--- src/design/irq_ctrl_pkg.sv ---
// Contract
// - Each source has request flag and enable
// - Global enable bit 0 gates everything; the code gates only irq_req, not flag setting or wake
// - Pin edges and internal events raise requests
// - Pin edge field: off, rise, fall, both
// - Sync edge field uses same encoding
// - Sync flag bit 6, enable bit 3
// - Demod flag bit 5, enable bit 2
// - Overcurrent flag bit 4, enable 1; bit7 zero
// - Conversion flag bit 7, enable bit 3
// - Group registers combine into one flag each
// - Implemented bits read/write, reset zero
// - Jump only when flag, enable, global set
// - Service clears global enable; flags still record
// - Pin flag cleared on service; full stack blocks
// - Any set flag wakes from sleep, idle
package irq_ctrl_pkg;
   // ---------------------------------------------
   // Register indices
   // ---------------------------------------------
   localparam logic [2:0] ADDR_EDGE  = 3'h0;
   localparam logic [2:0] ADDR_PC0   = 3'h1;
   localparam logic [2:0] ADDR_PC1   = 3'h2;
   localparam logic [2:0] ADDR_PC2   = 3'h3;
   localparam logic [2:0] ADDR_GRP0  = 3'h4;
   localparam logic [2:0] ADDR_GRP1  = 3'h5;
   localparam logic [2:0] ADDR_GRP2  = 3'h6;
   // ---------------------------------------------
   // Field positions and resets
   // ---------------------------------------------
   localparam int PIN_SEL_LSB  = 2;
   localparam int SYNC_SEL_LSB = 0;
   localparam int GIE_BIT      = 0;
   localparam int FLAG_LSB     = 4;
   localparam logic [7:0] RESET_VAL = 8'h00;
   localparam logic [7:0] PC0_MASK  = 8'h7F;
   localparam logic [7:0] EDGE_MASK = 8'h0F;
   localparam logic [7:0] GRP_MASK  = 8'h33;
   // ---------------------------------------------
   // Edge select encoding
   // ---------------------------------------------
   typedef enum logic [1:0] {
      EDGE_OFF  = 2'h0,
      EDGE_RISE = 2'h1,
      EDGE_FALL = 2'h2,
      EDGE_BOTH = 2'h3
   } edge_mode_t;
   // Source numbering, priority high to low
   localparam int NUM_SRC   = 11;
   localparam int SRC_PIN   = 0;
   localparam int SRC_SYNC  = 1;
   localparam int SRC_OCP   = 2;
   localparam int SRC_DEM   = 3;
   localparam int SRC_GRP0  = 4;
   localparam int SRC_GRP1  = 5;
   localparam int SRC_GRP2  = 6;
   localparam int SRC_CONV  = 7;
   localparam int SRC_TB0   = 8;
   localparam int SRC_TB1   = 9;
   localparam int SRC_IIC   = 10;
   localparam int NUM_VEC   = 11;
   localparam logic [7:0] VEC_BASE = 8'h04;
   localparam logic [7:0] VEC_STEP = 8'h04;
endpackage : irq_ctrl_pkg

--- src/design/edge_detect.sv ---
`timescale 1ns/10ps
module edge_detect
   import irq_ctrl_pkg::*;
(
   input  wire logic       ref_clk,
   input  wire logic       reset,
   input  wire logic       clk_en,
   input  wire logic       pin_async,
   input  wire logic [1:0] mode,
   output logic            hit
);
   logic [2:0] sync_r;

   always_ff @(posedge ref_clk) begin
      if (reset) begin
         sync_r <= 3'h0;
      end else if (clk_en) begin
         sync_r <= {sync_r[1:0], pin_async};
      end
   end

   // Only stages 1 and 2 are compared; stage 0 is metastable
   always_comb begin
      case (edge_mode_t'(mode))
         EDGE_RISE: hit = clk_en & sync_r[1] & ~sync_r[2];
         EDGE_FALL: hit = clk_en & ~sync_r[1] & sync_r[2];
         EDGE_BOTH: hit = clk_en & (sync_r[1] ^ sync_r[2]);
         default:   hit = 1'b0;
      endcase
   end
endmodule : edge_detect

--- src/design/irq_controller.sv ---
`timescale 1ns/10ps
module irq_controller
   import irq_ctrl_pkg::*;
(
   input  wire logic       ref_clk,
   input  wire logic       reset,
   input  wire logic       clk_en,
   // Register port
   input  wire logic [2:0] reg_addr,
   input  wire logic       reg_wr,
   input  wire logic [7:0] reg_wdata,
   output logic      [7:0] reg_rdata,
   // Event sources
   input  wire logic       ext_pin_irq,
   input  wire logic       sync_pin,
   input  wire logic       demod_evt,
   input  wire logic       overcurrent_evt,
   input  wire logic       conv_done_evt,
   input  wire logic       tb0_evt,
   input  wire logic       tb1_evt,
   input  wire logic       iic_evt,
   input  wire logic [1:0] tm0_evt,
   input  wire logic [1:0] tm1_evt,
   input  wire logic [1:0] misc_evt,
   // Core side
   input  wire logic       stack_full,
   input  wire logic       irq_ack,
   output logic            irq_req,
   output logic      [7:0] irq_vector,
   output logic            wake
);
   logic [7:0] edge_select_r;
   logic [7:0] pc0_r;
   logic [7:0] pc1_r;
   logic [7:0] pc2_r;
   logic [7:0] grp_r [3];
   logic       pin_hit;
   logic       sync_hit;
   logic [NUM_VEC-1:0] pend;
   logic [7:0] vec_nxt;
   logic       any_nxt;
   logic [16:0] flags_now;
   logic [16:0] flags_prev_r;
   logic [2:0]  grp_pend;
   logic       ack_taken;
   logic       pin_taken;

   // ---------------------------------------------
   // Pin edge detectors
   // ---------------------------------------------
   edge_detect u_pin (
      .ref_clk   (ref_clk),
      .reset     (reset),
      .clk_en    (clk_en),
      .pin_async (ext_pin_irq),
      .mode      (edge_select_r[PIN_SEL_LSB+1:PIN_SEL_LSB]),
      .hit       (pin_hit)
   );
   // Only falling mode is dependable here; software must choose it
   edge_detect u_sync (
      .ref_clk   (ref_clk),
      .reset     (reset),
      .clk_en    (clk_en),
      .pin_async (sync_pin),
      .mode      (edge_select_r[SYNC_SEL_LSB+1:SYNC_SEL_LSB]),
      .hit       (sync_hit)
   );

   // ---------------------------------------------
   // Group combining
   // ---------------------------------------------
   always_comb begin
      grp_pend = 3'h0;
      for (int g = 0; g < 3; g++) begin
         grp_pend[g] = |(grp_r[g][5:4] & grp_r[g][1:0]);
      end
   end

   // ---------------------------------------------
   // Priority selection
   // ---------------------------------------------
   always_comb begin
      pend = '0;
      pend[SRC_PIN]  = pc2_r[7] & pc2_r[3];
      pend[SRC_SYNC] = pc0_r[6] & pc0_r[3];
      pend[SRC_OCP]  = pc0_r[4] & pc0_r[1];
      pend[SRC_DEM]  = pc0_r[5] & pc0_r[2];
      pend[SRC_GRP0] = pc1_r[4] & pc1_r[0];
      pend[SRC_GRP1] = pc1_r[5] & pc1_r[1];
      pend[SRC_GRP2] = pc1_r[6] & pc1_r[2];
      pend[SRC_CONV] = pc1_r[7] & pc1_r[3];
      pend[SRC_TB0]  = pc2_r[5] & pc2_r[1];
      pend[SRC_TB1]  = pc2_r[6] & pc2_r[2];
      pend[SRC_IIC]  = pc2_r[4] & pc2_r[0];
      vec_nxt = VEC_BASE;
      any_nxt = 1'b0;
      for (int i = NUM_VEC - 1; i >= 0; i--) begin
         if (pend[i]) begin
            vec_nxt = VEC_BASE + VEC_STEP * 8'(i);
            any_nxt = 1'b1;
         end
      end
   end

   // Request held off by global enable and a full stack
   assign irq_req = any_nxt & pc0_r[GIE_BIT] & ~stack_full;
   // Core takes the request on the edge where it sees both high
   assign ack_taken = irq_req & irq_ack;
   // Pin is top priority, so a taken request with pin pending is the pin's
   assign pin_taken = ack_taken & pend[SRC_PIN];

   always_ff @(posedge ref_clk) begin
      if (reset) begin
         irq_vector <= VEC_BASE;
      end else if (clk_en) begin
         irq_vector <= vec_nxt;
      end
   end

   // ---------------------------------------------
   // Registers; hardware set beats software clear
   // ---------------------------------------------
   always_ff @(posedge ref_clk) begin
      if (reset) begin
         edge_select_r <= RESET_VAL;
      end else if (clk_en && reg_wr && reg_addr == ADDR_EDGE) begin
         edge_select_r <= reg_wdata & EDGE_MASK;
      end
   end

   always_ff @(posedge ref_clk) begin
      if (reset) begin
         pc0_r <= RESET_VAL;
      end else if (clk_en) begin
         if (reg_wr && reg_addr == ADDR_PC0) begin
            pc0_r <= reg_wdata & PC0_MASK;
         end else if (ack_taken) begin
            pc0_r[GIE_BIT] <= 1'b0;
         end
         if (sync_hit) pc0_r[6] <= 1'b1;
         if (demod_evt) pc0_r[5] <= 1'b1;
         if (overcurrent_evt) pc0_r[4] <= 1'b1;
      end
   end

   always_ff @(posedge ref_clk) begin
      if (reset) begin
         pc1_r <= RESET_VAL;
      end else if (clk_en) begin
         if (reg_wr && reg_addr == ADDR_PC1) begin
            pc1_r <= reg_wdata;
         end
         if (conv_done_evt) pc1_r[7] <= 1'b1;
         // Group flag sticks; software clears the members first
         for (int g = 0; g < 3; g++) begin
            if (grp_pend[g]) pc1_r[FLAG_LSB+g] <= 1'b1;
         end
      end
   end

   always_ff @(posedge ref_clk) begin
      if (reset) begin
         pc2_r <= RESET_VAL;
      end else if (clk_en) begin
         if (reg_wr && reg_addr == ADDR_PC2) begin
            pc2_r <= reg_wdata;
         end else if (pin_taken) begin
            pc2_r[7] <= 1'b0;
         end
         if (pin_hit) pc2_r[7] <= 1'b1;
         if (tb0_evt) pc2_r[5] <= 1'b1;
         if (tb1_evt) pc2_r[6] <= 1'b1;
         if (iic_evt) pc2_r[4] <= 1'b1;
      end
   end

   always_ff @(posedge ref_clk) begin
      if (reset) begin
         for (int g = 0; g < 3; g++) grp_r[g] <= RESET_VAL;
      end else if (clk_en) begin
         for (int g = 0; g < 3; g++) begin
            if (reg_wr && reg_addr == ADDR_GRP0 + 3'(g)) begin
               grp_r[g] <= reg_wdata & GRP_MASK;
            end
         end
         if (tm0_evt[0]) grp_r[0][4] <= 1'b1;
         if (tm0_evt[1]) grp_r[0][5] <= 1'b1;
         if (tm1_evt[0]) grp_r[1][4] <= 1'b1;
         if (tm1_evt[1]) grp_r[1][5] <= 1'b1;
         if (misc_evt[0]) grp_r[2][4] <= 1'b1;
         if (misc_evt[1]) grp_r[2][5] <= 1'b1;
      end
   end

   // ---------------------------------------------
   // Read back and wake
   // ---------------------------------------------
   always_comb begin
      // Unmapped indices read as zero
      if (reg_addr == ADDR_EDGE) reg_rdata = edge_select_r;
      else if (reg_addr == ADDR_PC0) reg_rdata = pc0_r;
      else if (reg_addr == ADDR_PC1) reg_rdata = pc1_r;
      else if (reg_addr == ADDR_PC2) reg_rdata = pc2_r;
      else if (reg_addr == ADDR_GRP0) reg_rdata = grp_r[0];
      else if (reg_addr == ADDR_GRP1) reg_rdata = grp_r[1];
      else if (reg_addr == ADDR_GRP2) reg_rdata = grp_r[2];
      else reg_rdata = 8'h00;
   end

   // Group member flags count too: a masked member still wakes the core
   assign flags_now = {pc0_r[6:4], pc1_r[7:4], pc2_r[7:4],
                       grp_r[2][5:4], grp_r[1][5:4], grp_r[0][5:4]};

   // Wake is a one-cycle pulse on any flag rising
   always_ff @(posedge ref_clk) begin
      if (reset) begin
         flags_prev_r <= '0;
         wake         <= 1'b0;
      end else if (clk_en) begin
         flags_prev_r <= flags_now;
         wake         <= |(flags_now & ~flags_prev_r);
      end
   end
endmodule : irq_controller

--- config.mk ---
export PLATFORM = sky130hd
export DESIGN_NAME = irq_controller
export DESIGN_NICKNAME = d
export VERILOG_FILES = /design/src/design/irq_ctrl_pkg.sv /design/src/design/edge_detect.sv /design/src/design/irq_controller.sv
export SDC_FILE = /design/constraint.sdc
export NUM_CORES = 1
export LEC_CHECK = 0
export ABC_AREA = 1
export BUFFER_PORTS_ARGS = -buffer_cell sky130_fd_sc_hd__buf_2
export CAP_MARGIN = 20
export CORE_MARGIN = 1
export CORE_UTILIZATION = 33
export CTS_BUF_LIST = sky130_fd_sc_hd__clkbuf_8
export CTS_CLUSTER_SIZE = 20
export DETAILED_ROUTE_END_ITERATION = 8
export GPL_TIMING_DRIVEN = 0
export HOLD_SLACK_MARGIN = 0.03
export PLACE_DENSITY_LB_ADDON = 0.08
export SETUP_SLACK_MARGIN = 0.2
export SLEW_MARGIN = 20
export SYNTH_ARGS = -nofsm -noshare
export SYNTH_HDL_FRONTEND = slang
export SYNTH_SLANG_ARGS = --single-unit
--- constraint.sdc ---
create_clock -name ref_clk -period 1.4 [get_ports ref_clk]
set_input_delay 0.07 -clock ref_clk [delete_from_list [all_inputs] [get_ports ref_clk]]
set_output_delay 0.07 -clock ref_clk [all_outputs]
set_load 0.1 [all_outputs]
==> results of run 1 <==
placed cells by master (no fill, tap or decap), types with 4 or more instances in the layout:
cell           instances
edfxtp_1               6
nand3_1                8
nor2_2                 4
dfxtp_2               23
inv_1                 31
conb_1                 4
buf_6                  4
nor2_4                 5
o21ai_0               35
nand2_1               67
nand2_2                9
o21ai_1                7
buf_4                  9
o22ai_1                5
dfxtp_4                5
clkbuf_8               9
o22ai_2                4
inv_2                 23
o211ai_1              10
nor2_1                40
dfxtp_1               33
buf_2                 41
a21oi_1               40
dlygate4sd3_1         19
buf_12                 4
logic make-up after synthesis:
logic type / count (synthesis) / synth area share (%)
AOI/OAI and AO/OA: 133 / 25.0
buffers and inverters: 71 / 9.48
DFF: 67 / 44.8
other: 1 / 0.120
and+or+nand+nor: 147 / 20.6
state kept, by name, summed over array words and instances, names as in the netlist:
| signal | cells |
|---|---|
| u_pin.sync_r | 3 |
| irq_vector | 4 |
| u_sync.sync_r | 3 |
| pc0_r | 7 |
| edge_select_r | 4 |
| wake | 1 |
| grp_r | 12 |
| pc1_r | 8 |
| flags_prev_r | 17 |
| pc2_r | 8 |
per-layer routing:
| layer | share of wire (%) | up-vias |
|---|---|---|
| li1 | - | 1583 |
| met4 | 1.1 | 0 |
| met5 | 0 | - |
| met2 | 44 | 69 |
| met1 | 51 | 1470 |
| met3 | 4.3 | 10 |
what timing repair did:
item | in CTS | in global routing
setup endpoints to repair | 12 | 16
pin swaps | 11 | 15
endpoints found under the hold margin | 19 | 1
resized for setup | 61 | 37
setup buffers | 2 | 3
hold buffers | 17 | 2
per-stage QoR:
step | hold WS [ns] | setup WS, ns | cells | total power, W | setup TNS, ns
final | 0.0363 | -0.181 | 616 | 0.00453 | -0.449
after global routing | 0.0438 | -0.276 | 616 | 0.00471 | -0.828
after CTS | 0.0325 | -0.189 | 611 | 0.00451 | -0.539
after detailed placement | 0.305 | -0.168 | 576 | 0.00287 | -0.638
after global placement | 0.290 | -0.143 | 576 | 0.00286 | -0.549
after floorplan | 0.205 | -0.473 | 422 | 0.00265 | -1.82
power by group through the flow:
stage	Combinational (W)	Sequential (W)	Clock, W
after floorplan	0.000484	0.00217	0
after global placement	0.000711	0.00215	0
after detailed placement	0.000716	0.00215	0
after CTS	0.000803	0.00211	0.00159
after global routing	0.000893	0.00213	0.00169
final	0.000828	0.00212	0.00158
cell type report:
class / count / area share [%]
well taps: 111 / 3.27
clock inverters: 7 / 1.44
clock buffers: 9 / 2.91
plain buffers: 17 / 2.21
inverters: 54 / 4.91
repair buffers: 67 / 12.9
flip-flops and latches: 67 / 34.1
multi-input cells: 284 / 38.3
cells in the mapped netlist, types with 4 or more instances:
library cell	count
nand2_1	77
o22ai_1	9
nand3_1	10
o211ai_1	10
nor3_1	4
buf_4	5
a21oi_1	42
inv_2	8
o21ai_0	41
edfxtp_1	6
dfxtp_1	61
buf_2	8
o21ai_1	5
inv_1	46
nor2_4	4
nor2_1	42
worst paths after layout:
| check | from | to | slack, ns | cells after the start |
|---|---|---|---|---|
| worst max-delay path | grp_r[2][0]$_DFFE_PP_ | reg_rdata[0] | -0.18 | 5 |
| worst min-delay path | reg_wdata[4] | pc2_r[4]$_SDFFE_PP0P_ | 0.04 | 3 |
| worst max register to register | pc2_r[2]$_SDFFE_PP0P_ | irq_vector[2]$_SDFFE_PP1P_ | 0.19 | 13 |
| worst min register to register | flags_prev_r[9]$_SDFFE_PP0P_ | flags_prev_r[9]$_SDFFE_PP0P_ | 0.46 | 2 |
worst reg2reg max path: cells and delay by family, from the launching register on:
family                 cells  cell delay [ns]
AND/OR/NAND/NOR           12             0.69
flip-flops                 1             0.38
buffers and inverters      1             0.05
==> results.yml, run 1 <==
die:
  dieWidth_um: 99.3
  die_h_um: 99.3
  die_area_um2: 9870
  core_area_um2: 9200
  rows: 35
  ioPinCount: 49
  start_util_pct: 34.0
synthesis:
  yosys.area.top_type_share_pct: 39.1
  yosys_warnings: 0
  yosys-top-cells-area: "dfxtp_1 39%, nand2_1 9.2%, a21oi_1 6.7%, o21ai_0 6.6%, edfxtp_1 5.8%"
  seq_area_frac_synth_pct: 44.8
  netlist.top_cell.by_area: "dfxtp_1"
  synth_cells: 419
  async_flop_share_pct: 0
  synth.distinct_cells: 34
  synth_edf_count: 6
  synth_seq_cells: 67
  avgSynthCellArea_um2: 7.46
  synthFlopType: "dfxtp_1"
  synth_area_um2: 3130
clock_tree:
  clk_pin_slew_ns: 0.08
  cts.sinks: 67
  clk_path_buf_depth: 2
  cts.htree.levels: 3
  clkLatencyLatePin_ns: 0.35
  root_buffer: "clkbuf_8"
  cts_tree: "yes"
  numCtsBuffers: 9
power_and_ir_drop:
  pwr-share-clk_pct: 34.9
  p_leak_nw: 1.76
  swShare_pct: 31.0
  netSwitchingPower_w: 0.00140
  seqPwrFrac_pct: 46.8
  p_comb_share_pct: 18.3
  power_density_nw_per_um2: 1070
  peakVddDrop_uv: 442
  p_int_w: 0.00312
setup_path:
  crit_type: "flop to output port"
  max_stage_delay_ns: 0.38
  arrival_ns: 1.51
  worstPathMaxFanout: 2
  cp-end-kind: "output port"
  crit_slowest_cell: "edfxtp_1"
  path_delay_family: "flip-flops"
  path_buf_inv: 2
  crit_chain: "inv_2 -> o22ai_2 -> a211oi_2 -> nand4_1 -> buf_8"
  start_kind: "flop"
  crit_required_ns: 1.33
cells_and_area:
  nFillCells: 944
  regArea_um2: 1450
  fin_util_pct: 46.2
  layout-drive-gt1-share_pct: 34.5
  nets: 531
  diodes: 0
  syn2layout_area_growth_pct: 36.0
  multi_input_area_um2: 1630
  post-route-cell-area_um2: 4250
status:
  status: "finished, violations left"
  violations: "negative setup slack"
global_routing:
  grt_pass1_wl_um: 16100
  grt-busiest-layer: "met2"
  first_global_vias: 3029
  grt.overflow.total: 0
  met3_usage_pct: 3.37
  track_usage_pct: 21.8
  grt_use_met1_pct: 30.9
  antenna_found_initial: 0
  grt_max_degree: 12
  grtUsageMet2_pct: 33.5
routing:
  drt-initial-drc-count: 117
  drt_pre_antenna_iters: 4
  vias: 3132
  drcViolationCount: 0
  ant_nets: 0
  wl_um: 10200
  via_per_inst: 5.08
  drt-wirelength-per-cell_um: 16.6
sta:
  drv_slew: 0
  min_period_over_period_pct: 113
  clock_skew_ns: 0.0126
  slew_headroom_pct: 56.4
  fmax_mhz: 633
  setup_slack_ns: -0.181
  tightest_slew_ns: 0.654
  fin_crit_ns: 1.58
  rsz0062_at_grt: "true"
  setup_viol: 4
  finalHoldViolations: 0
place:
  hpwl_um: 7620
  portBuffers: 43
  place_congestion: 0.831
  place_area_um2: 3580
flow_run:
  drv_cap: 0
worst_hold_path:
  hold_class: "input pin to flop"
Power figures use the tool's default switching activity.
==> run 2: changes to the inputs <==
--- a/config.mk
+++ b/config.mk
@@ -8,6 +8,8 @@
 export ABC_AREA = 1
 export BUFFER_PORTS_ARGS = -buffer_cell sky130_fd_sc_hd__buf_2
 export CAP_MARGIN = 20
+export CELL_PAD_IN_SITES_DETAIL_PLACEMENT = 1
+export CELL_PAD_IN_SITES_GLOBAL_PLACEMENT = 1
 export CORE_MARGIN = 1
 export CORE_UTILIZATION = 33
 export CTS_BUF_LIST = sky130_fd_sc_hd__clkbuf_8
==> constraint.sdc (replaced) <==
create_clock -name ref_clk -period 1.3 [get_ports ref_clk]
set_input_delay 0.065 -clock ref_clk [delete_from_list [all_inputs] [get_ports ref_clk]]
set_output_delay 0.065 -clock ref_clk [all_outputs]
set_load 0.1 [all_outputs]
==> run 2 against run 1 <==
  * Critical endpoint is now reg_rdata[1]
  * Total power increased by 15%
  * Count of clock-buffer cells in the layout unchanged
  * Register-to-register slack got worse by 0.14 ns
  * Routed wire length increased by 9.3%
  * The flow still finishes with violations (negative setup slack)
  * Sequential share of layout area decreased by 1.3 points
  * Flip-flop and latch count unchanged
  * Clock skew decreased by 0.0073 ns
  * Critical path depth unchanged
  * Setup slack got worse by 0.11 ns
  * Core utilization increased by 1.9 points
  * Design area increased by 4.0%
==> results.yml, run 2 (synthesis results as in run 1) <==
power_and_ir_drop:
  peakVddDrop_uv: 557
  power_w: 0.00520
  p_leak_nw: 1.82
  power_density_nw_per_um2: 1180
setup_path:
  start_kind: "flop"
  crit_end: "reg_rdata[1]"
  crit_required_ns: 1.24
  arrival_ns: 1.53
  regToRegEndpoint: "irq_vector[3]$_SDFFE_PP0P_"
  reg2reg_from: "pc2_r[4]$_SDFFE_PP0P_"
  reg2reg_depth: 9
  crit_type: "flop to output port"
  startpoint: "grp_r[1][1]$_DFFE_PP_"
  worstPathMaxFanout: 2
  cp-end-kind: "output port"
  reg2reg_slack_ns: 0.05
global_routing:
  grt_pass1_wl_um: 17700
  grt_max_degree: 13
  antenna_found_initial: 0
  track_usage_pct: 24.2
  first_global_vias: 3287
  grt.overflow.total: 0
sta:
  setup_viol: 7
  fin_crit_ns: 1.59
  setup_tns_ns: -1.16
  drv_slew: 0
  finalHoldViolations: 0
  slew_headroom_pct: 57.7
  fmax_mhz: 629
  setup_slack_ns: -0.291
  tightest_slew_ns: 0.634
  clock_skew_ns: 0.00530
  min_period_over_period_pct: 122
  rsz0062_at_grt: "true"
clock_tree:
  root_buffer: "clkbuf_8"
  cts.htree.levels: 3
  clk_path_buf_depth: 2
  cts.sinks: 67
  numCtsBuffers: 9
  clk_pin_slew_ns: 0.08
  clkLatencyLatePin_ns: 0.36
  cts_tree: "yes"
cells_and_area:
  final_common_cell: "nand2_1"
  post-route-cell-area_um2: 4420
  largest_register_ffs: 17
  nets: 539
  layout-drive-gt1-share_pct: 36.6
  reg_top3: "flags_prev_r (17), grp_r (12)"
  nFillCells: 1139
  mostFrequentLayoutCells: "63 x nand2_1, 39 x a21oi_1, 38 x nor2_1, 37 x buf_2"
  diodes: 0
  syn2layout_area_growth_pct: 41.4
  stdcell_count: 624
  regMostFlops: "flags_prev_r"
place:
  hpwl_um: 8230
  place_area_um2: 3580
  portBuffers: 43
  place_congestion: 0.852
  place_inst: 576
flow_run:
  drv_cap: 0
worst_hold_path:
  holdPathStages: 3
  hold_class: "input pin to flop"
status:
  status: "finished, violations left"
  violations: "negative setup slack"
die:
  die_h_um: 99.3
  core_area_um2: 9200
  dieWidth_um: 99.3
  ioPinCount: 49
  die_area_um2: 9870
  start_util_pct: 34.0
  rows: 35
routing:
  drt-initial-drc-count: 119
  drt_pre_antenna_iters: 5
  wl_um: 11200
  via_per_inst: 5.15
  ant_nets: 0
  drcViolationCount: 0
  vias: 3215
  drt-wirelength-per-cell_um: 17.9
==> run 2: cell count changes in the layout (fill, tap and decap cells not counted), moves of 3 or more <==
| cell | before | now |
|---|---|---|
| nand2_2 | 9 | 13 |
| buf_4 | 9 | 17 |
| nand2_1 | 67 | 63 |
| buf_2 | 41 | 37 |
| inv_2 | 23 | 19 |
| dfxtp_1 | 33 | 36 |
| dfxtp_2 | 23 | 19 |
| inv_4 | 1 | 7 |
| dlygate4sd3_1 | 19 | 22 |
==> run 2: critical path: stages, from the launching register on <==
cell and delay [ns]:
edfxtp_1 0.36, inv_1 0.11, o22ai_1 0.10, a211oi_2 0.18, nand4_1 0.18, buf_6 0.23
==> run 2: metal layers <==
metal / GRT usage [%] / up-vias / wire [µm]
met5: 0 / - / 0
met1: 32.9 / 1567 / 5530
met2: 38.8 / 48 / 5160
met3: 4.92 / 11 / 315
li1: - / 1589 / -
met4: 6.67 / 0 / 145
==> run 2: worst min path at each step <==
stage / start / endpoint
CTS: reg_wdata[6] / pc2_r[6]$_SDFFE_PP0P_
global route: clk_en / u_pin.sync_r[2]$_SDFFE_PP0P_
floorplan: reg_wdata[2] / pc2_r[2]$_SDFFE_PP0P_
detailed placement: sync_pin / u_sync.sync_r[0]$_SDFFE_PP0P_
finish: reg_wdata[6] / pc2_r[6]$_SDFFE_PP0P_
global placement: sync_pin / u_sync.sync_r[0]$_SDFFE_PP0P_
==> run 2: cell type report <==
type / count / area (µm²) / area share, %
Clock buffer: 9 / 124 / 2.80
Sequential cell: 67 / 1450 / 32.7
Buffer: 17 / 93.8 / 2.12
Tap cell: 111 / 139 / 3.14
Clock inverter: 7 / 91.3 / 2.07
Multi-Input combinational cell: 284 / 1670 / 37.7
Timing Repair Buffer: 75 / 638 / 14.4
Inverter: 54 / 221 / 5.01
==> run 2: repair_timing <==
action,in CTS,in global routing
endpoints found under the hold margin,24,0
endpoints found under the setup margin,20,19
hold buffers,22,0
buffers inserted,7,3
resized for setup,76,43
pin swaps,10,11
==> run 2: where the power goes <==
group	leakage, nW	switching [W]	internal, W
Sequential	0.569	0.0000930	0.00220
Combinational	1.14	0.000609	0.000324
Clock	0.111	0.000896	0.00108
==> run 2: metrics by stage <==
stage	setup slack [ns]	util, %	hold slack (ns)
finish	-0.291	48.1	0.0498
detailed placement	-0.252	39.0	0.294
global route	-0.342	48.1	0.0673
CTS	-0.273	46.5	0.0481
global placement	-0.232	39.0	0.286
floorplan	-0.568	-	0.200
==> run 3: changes to the inputs <==
--- a/config.mk
+++ b/config.mk
@@ -11,7 +11,7 @@
 export CELL_PAD_IN_SITES_DETAIL_PLACEMENT = 1
 export CELL_PAD_IN_SITES_GLOBAL_PLACEMENT = 1
 export CORE_MARGIN = 1
-export CORE_UTILIZATION = 33
+export CORE_UTILIZATION = 38
 export CTS_BUF_LIST = sky130_fd_sc_hd__clkbuf_8
 export CTS_CLUSTER_SIZE = 20
 export DETAILED_ROUTE_END_ITERATION = 8
==> run 3 against run 2 <==
  * The run still ends with negative setup slack left
  * Sequential power barely moved
  * Flip-flop and latch count did not move
  * First-iteration DRC count rose by 41%
  * Hold slack improved by 0.017 ns
  * Combinational power rose by 9%
  * Design area rose by 3.5%
  * Total power fell by 5.3%
  * Clock power fell by 19%
  * Routed wire length rose by 14%
  * Sequential share of layout area fell by 0.81 points
  * Via count rose by 9.2%
==> results.yml, run 3 (synthesis results as in run 1) <==
power_and_ir_drop:
  peakVddDrop_uv: 521
  p_comb_share_pct: 20.8
  seqPwrFrac_pct: 46.7
  swShare_pct: 33.0
  netSwitchingPower_w: 0.00163
  pwr-share-clk_pct: 32.6
  p_int_w: 0.00330
  p_leak_nw: 1.96
  power_density_nw_per_um2: 1080
cells_and_area:
  layout-drive-gt1-share_pct: 39.6
  nFillCells: 988
  diodes: 0
  final_common_cell: "nand2_1"
  reg_top3: "flags_prev_r (17), grp_r (12)"
  fin_util_pct: 58.3
  regMostFlops: "flags_prev_r"
  nets: 556
  syn2layout_area_growth_pct: 46.4
  largest_register_ffs: 17
  post-route-cell-area_um2: 4580
  mostFrequentLayoutCells: "62 x nand2_1, 39 x nor2_1, 38 x a21oi_1, 37 x buf_2, 35 x o21ai_0"
global_routing:
  grt_pass1_wl_um: 19300
  track_usage_pct: 30.1
  grt.overflow.total: 0
  grt_max_degree: 12
  antenna_found_initial: 0
  first_global_vias: 3682
sta:
  drv_slew: 0
  setup_viol: 10
  fmax_mhz: 632
  setup_slack_ns: -0.283
  min_period_over_period_pct: 122
  clock_skew_ns: 0.00744
  rsz0062_at_grt: "true"
  setup_tns_ns: -1.42
  slew_headroom_pct: 53.4
  tightest_slew_ns: 0.700
  fin_crit_ns: 1.58
  finalHoldViolations: 0
routing:
  drcViolationCount: 0
  wl_um: 12700
  drt_pre_antenna_iters: 5
  vias: 3512
  drt-initial-drc-count: 168
  drt-wirelength-per-cell_um: 20.1
  via_per_inst: 5.56
  ant_nets: 0
die:
  start_util_pct: 39.8
  ioPinCount: 49
  die_area_um2: 8600
  dieWidth_um: 92.7
  die_h_um: 92.7
  rows: 32
  core_area_um2: 7850
setup_path:
  crit_required_ns: 1.24
  reg2reg_from: "grp_r[1][0]$_DFFE_PP_"
  crit_slowest_cell: "edfxtp_1"
  crit_type: "flop to output port"
  arrival_ns: 1.52
  crit_chain: "inv_2 -> o22ai_2 -> a211oi_2 -> nand4_1 -> buf_8"
  max_stage_delay_ns: 0.38
  worstPathMaxFanout: 2
  start_kind: "flop"
  reg2reg_slack_ns: -0.13
  reg2reg_depth: 9
  cp-end-kind: "output port"
  regToRegEndpoint: "pc1_r[5]$_SDFFE_PP0P_"
status:
  violations: "negative setup slack"
  status: "finished, violations left"
place:
  place_area_um2: 3570
  portBuffers: 43
  hpwl_um: 8240
  place_ws_ns: -0.219
  place_congestion: 0.820
worst_hold_path:
  holdPathStages: 3
  hold_class: "input pin to flop"
  hold-path-endpoint: "pc0_r[0]$_SDFFE_PP0P_"
  min_from: "reg_wdata[0]"
clock_tree:
  clkLatencyLatePin_ns: 0.35
  clk_pin_slew_ns: 0.08
  clk_path_buf_depth: 2
  cts.htree.levels: 3
  cts_tree: "yes"
  cts.sinks: 67
  root_buffer: "clkbuf_8"
  numCtsBuffers: 9
flow_run:
  drv_cap: 0
==> run 3: changes by cell type in the layout (fill, tap and decap cells not counted), moves of 3 or more <==
| cell | delta |
|---|---|
| nand2_2 | -5 |
| dfxtp_2 | +5 |
| dfxtp_1 | -7 |
| buf_4 | +11 |
| inv_4 | -3 |
| clkinv_2 | +3 |
| nor3_2 | -3 |
| nand2_4 | +6 |
| buf_6 | +5 |
==> run 3: metrics by stage <==
step                      cells  total power [W]  hold slack, ns
after global routing        632          0.00508          0.0726
final                       632          0.00492          0.0670
after global placement      567          0.00308           0.285
after detailed placement    567          0.00310           0.301
after CTS                   622          0.00483          0.0420
after floorplan             422          0.00286           0.200
==> run 3: what timing repair did <==
action | CTS | global route
endpoints found under the hold margin | 18 | 0
hold buffers | 21 | 0
setup buffers | 18 | 10
endpoints found under the setup margin | 20 | 22
pin swaps | 17 | 18
gates resized for setup | 97 | 41
==> run 3: power groups by stage <==
stage / combinational, W / sequential [W] / clock, W
finish: 0.00102 / 0.00230 / 0.00160
floorplan: 0.000522 / 0.00234 / 0
global route: 0.00108 / 0.00231 / 0.00169
detailed placement: 0.000779 / 0.00232 / 0
CTS: 0.000953 / 0.00228 / 0.00160
global placement: 0.000760 / 0.00232 / 0
==> run 3: cell type report <==
cell class	count	area, µm²	share of cell area [%]
multi-input combinational	284	1700	37.1
sequential	67	1460	31.9
timing repair buffer	92	807	17.6
inverter	54	216	4.73
clock buffer	10	138	3.01
tap	102	128	2.79
buffer	17	95.1	2.08
clock inverter	6	32.5	0.711
==> run 3: per-layer routing <==
metal / vias to the layer above / wire length, µm / track usage (%)
li1: 1623 / - / -
met1: 1760 / 5550 / 37.9
met2: 100 / 6240 / 51.2
met3: 29 / 540 / 5.25
met4: 0 / 345 / 11.4
met5: - / 0 / 0
==> run 3: how the worst max path moves through the flow <==
stage | from | depth (start not counted) | to | slack (ns)
detailed placement | pc2_r[4]$_SDFFE_PP0P_ | 7 | irq_req | -0.22
CTS | grp_r[1][0]$_DFFE_PP_ | 5 | reg_rdata[0] | -0.26
floorplan | edge_select_r[3]$_SDFFE_PP0P_ | 2 | reg_rdata[3] | -0.57
global route | grp_r[2][0]$_DFFE_PP_ | 5 | reg_rdata[0] | -0.36
global placement | reg_addr[2] | 7 | reg_rdata[4] | -0.20
finish | grp_r[2][0]$_DFFE_PP_ | 5 | reg_rdata[0] | -0.28
==> run 3: critical path: cells and delay by family, from the launching register on <==
kind,cells,cell delay [ns]
flip-flops,1,0.38
AND/OR/NAND/NOR,1,0.18
AO/OA/AOI/OAI,2,0.29
buffers and inverters,2,0.31
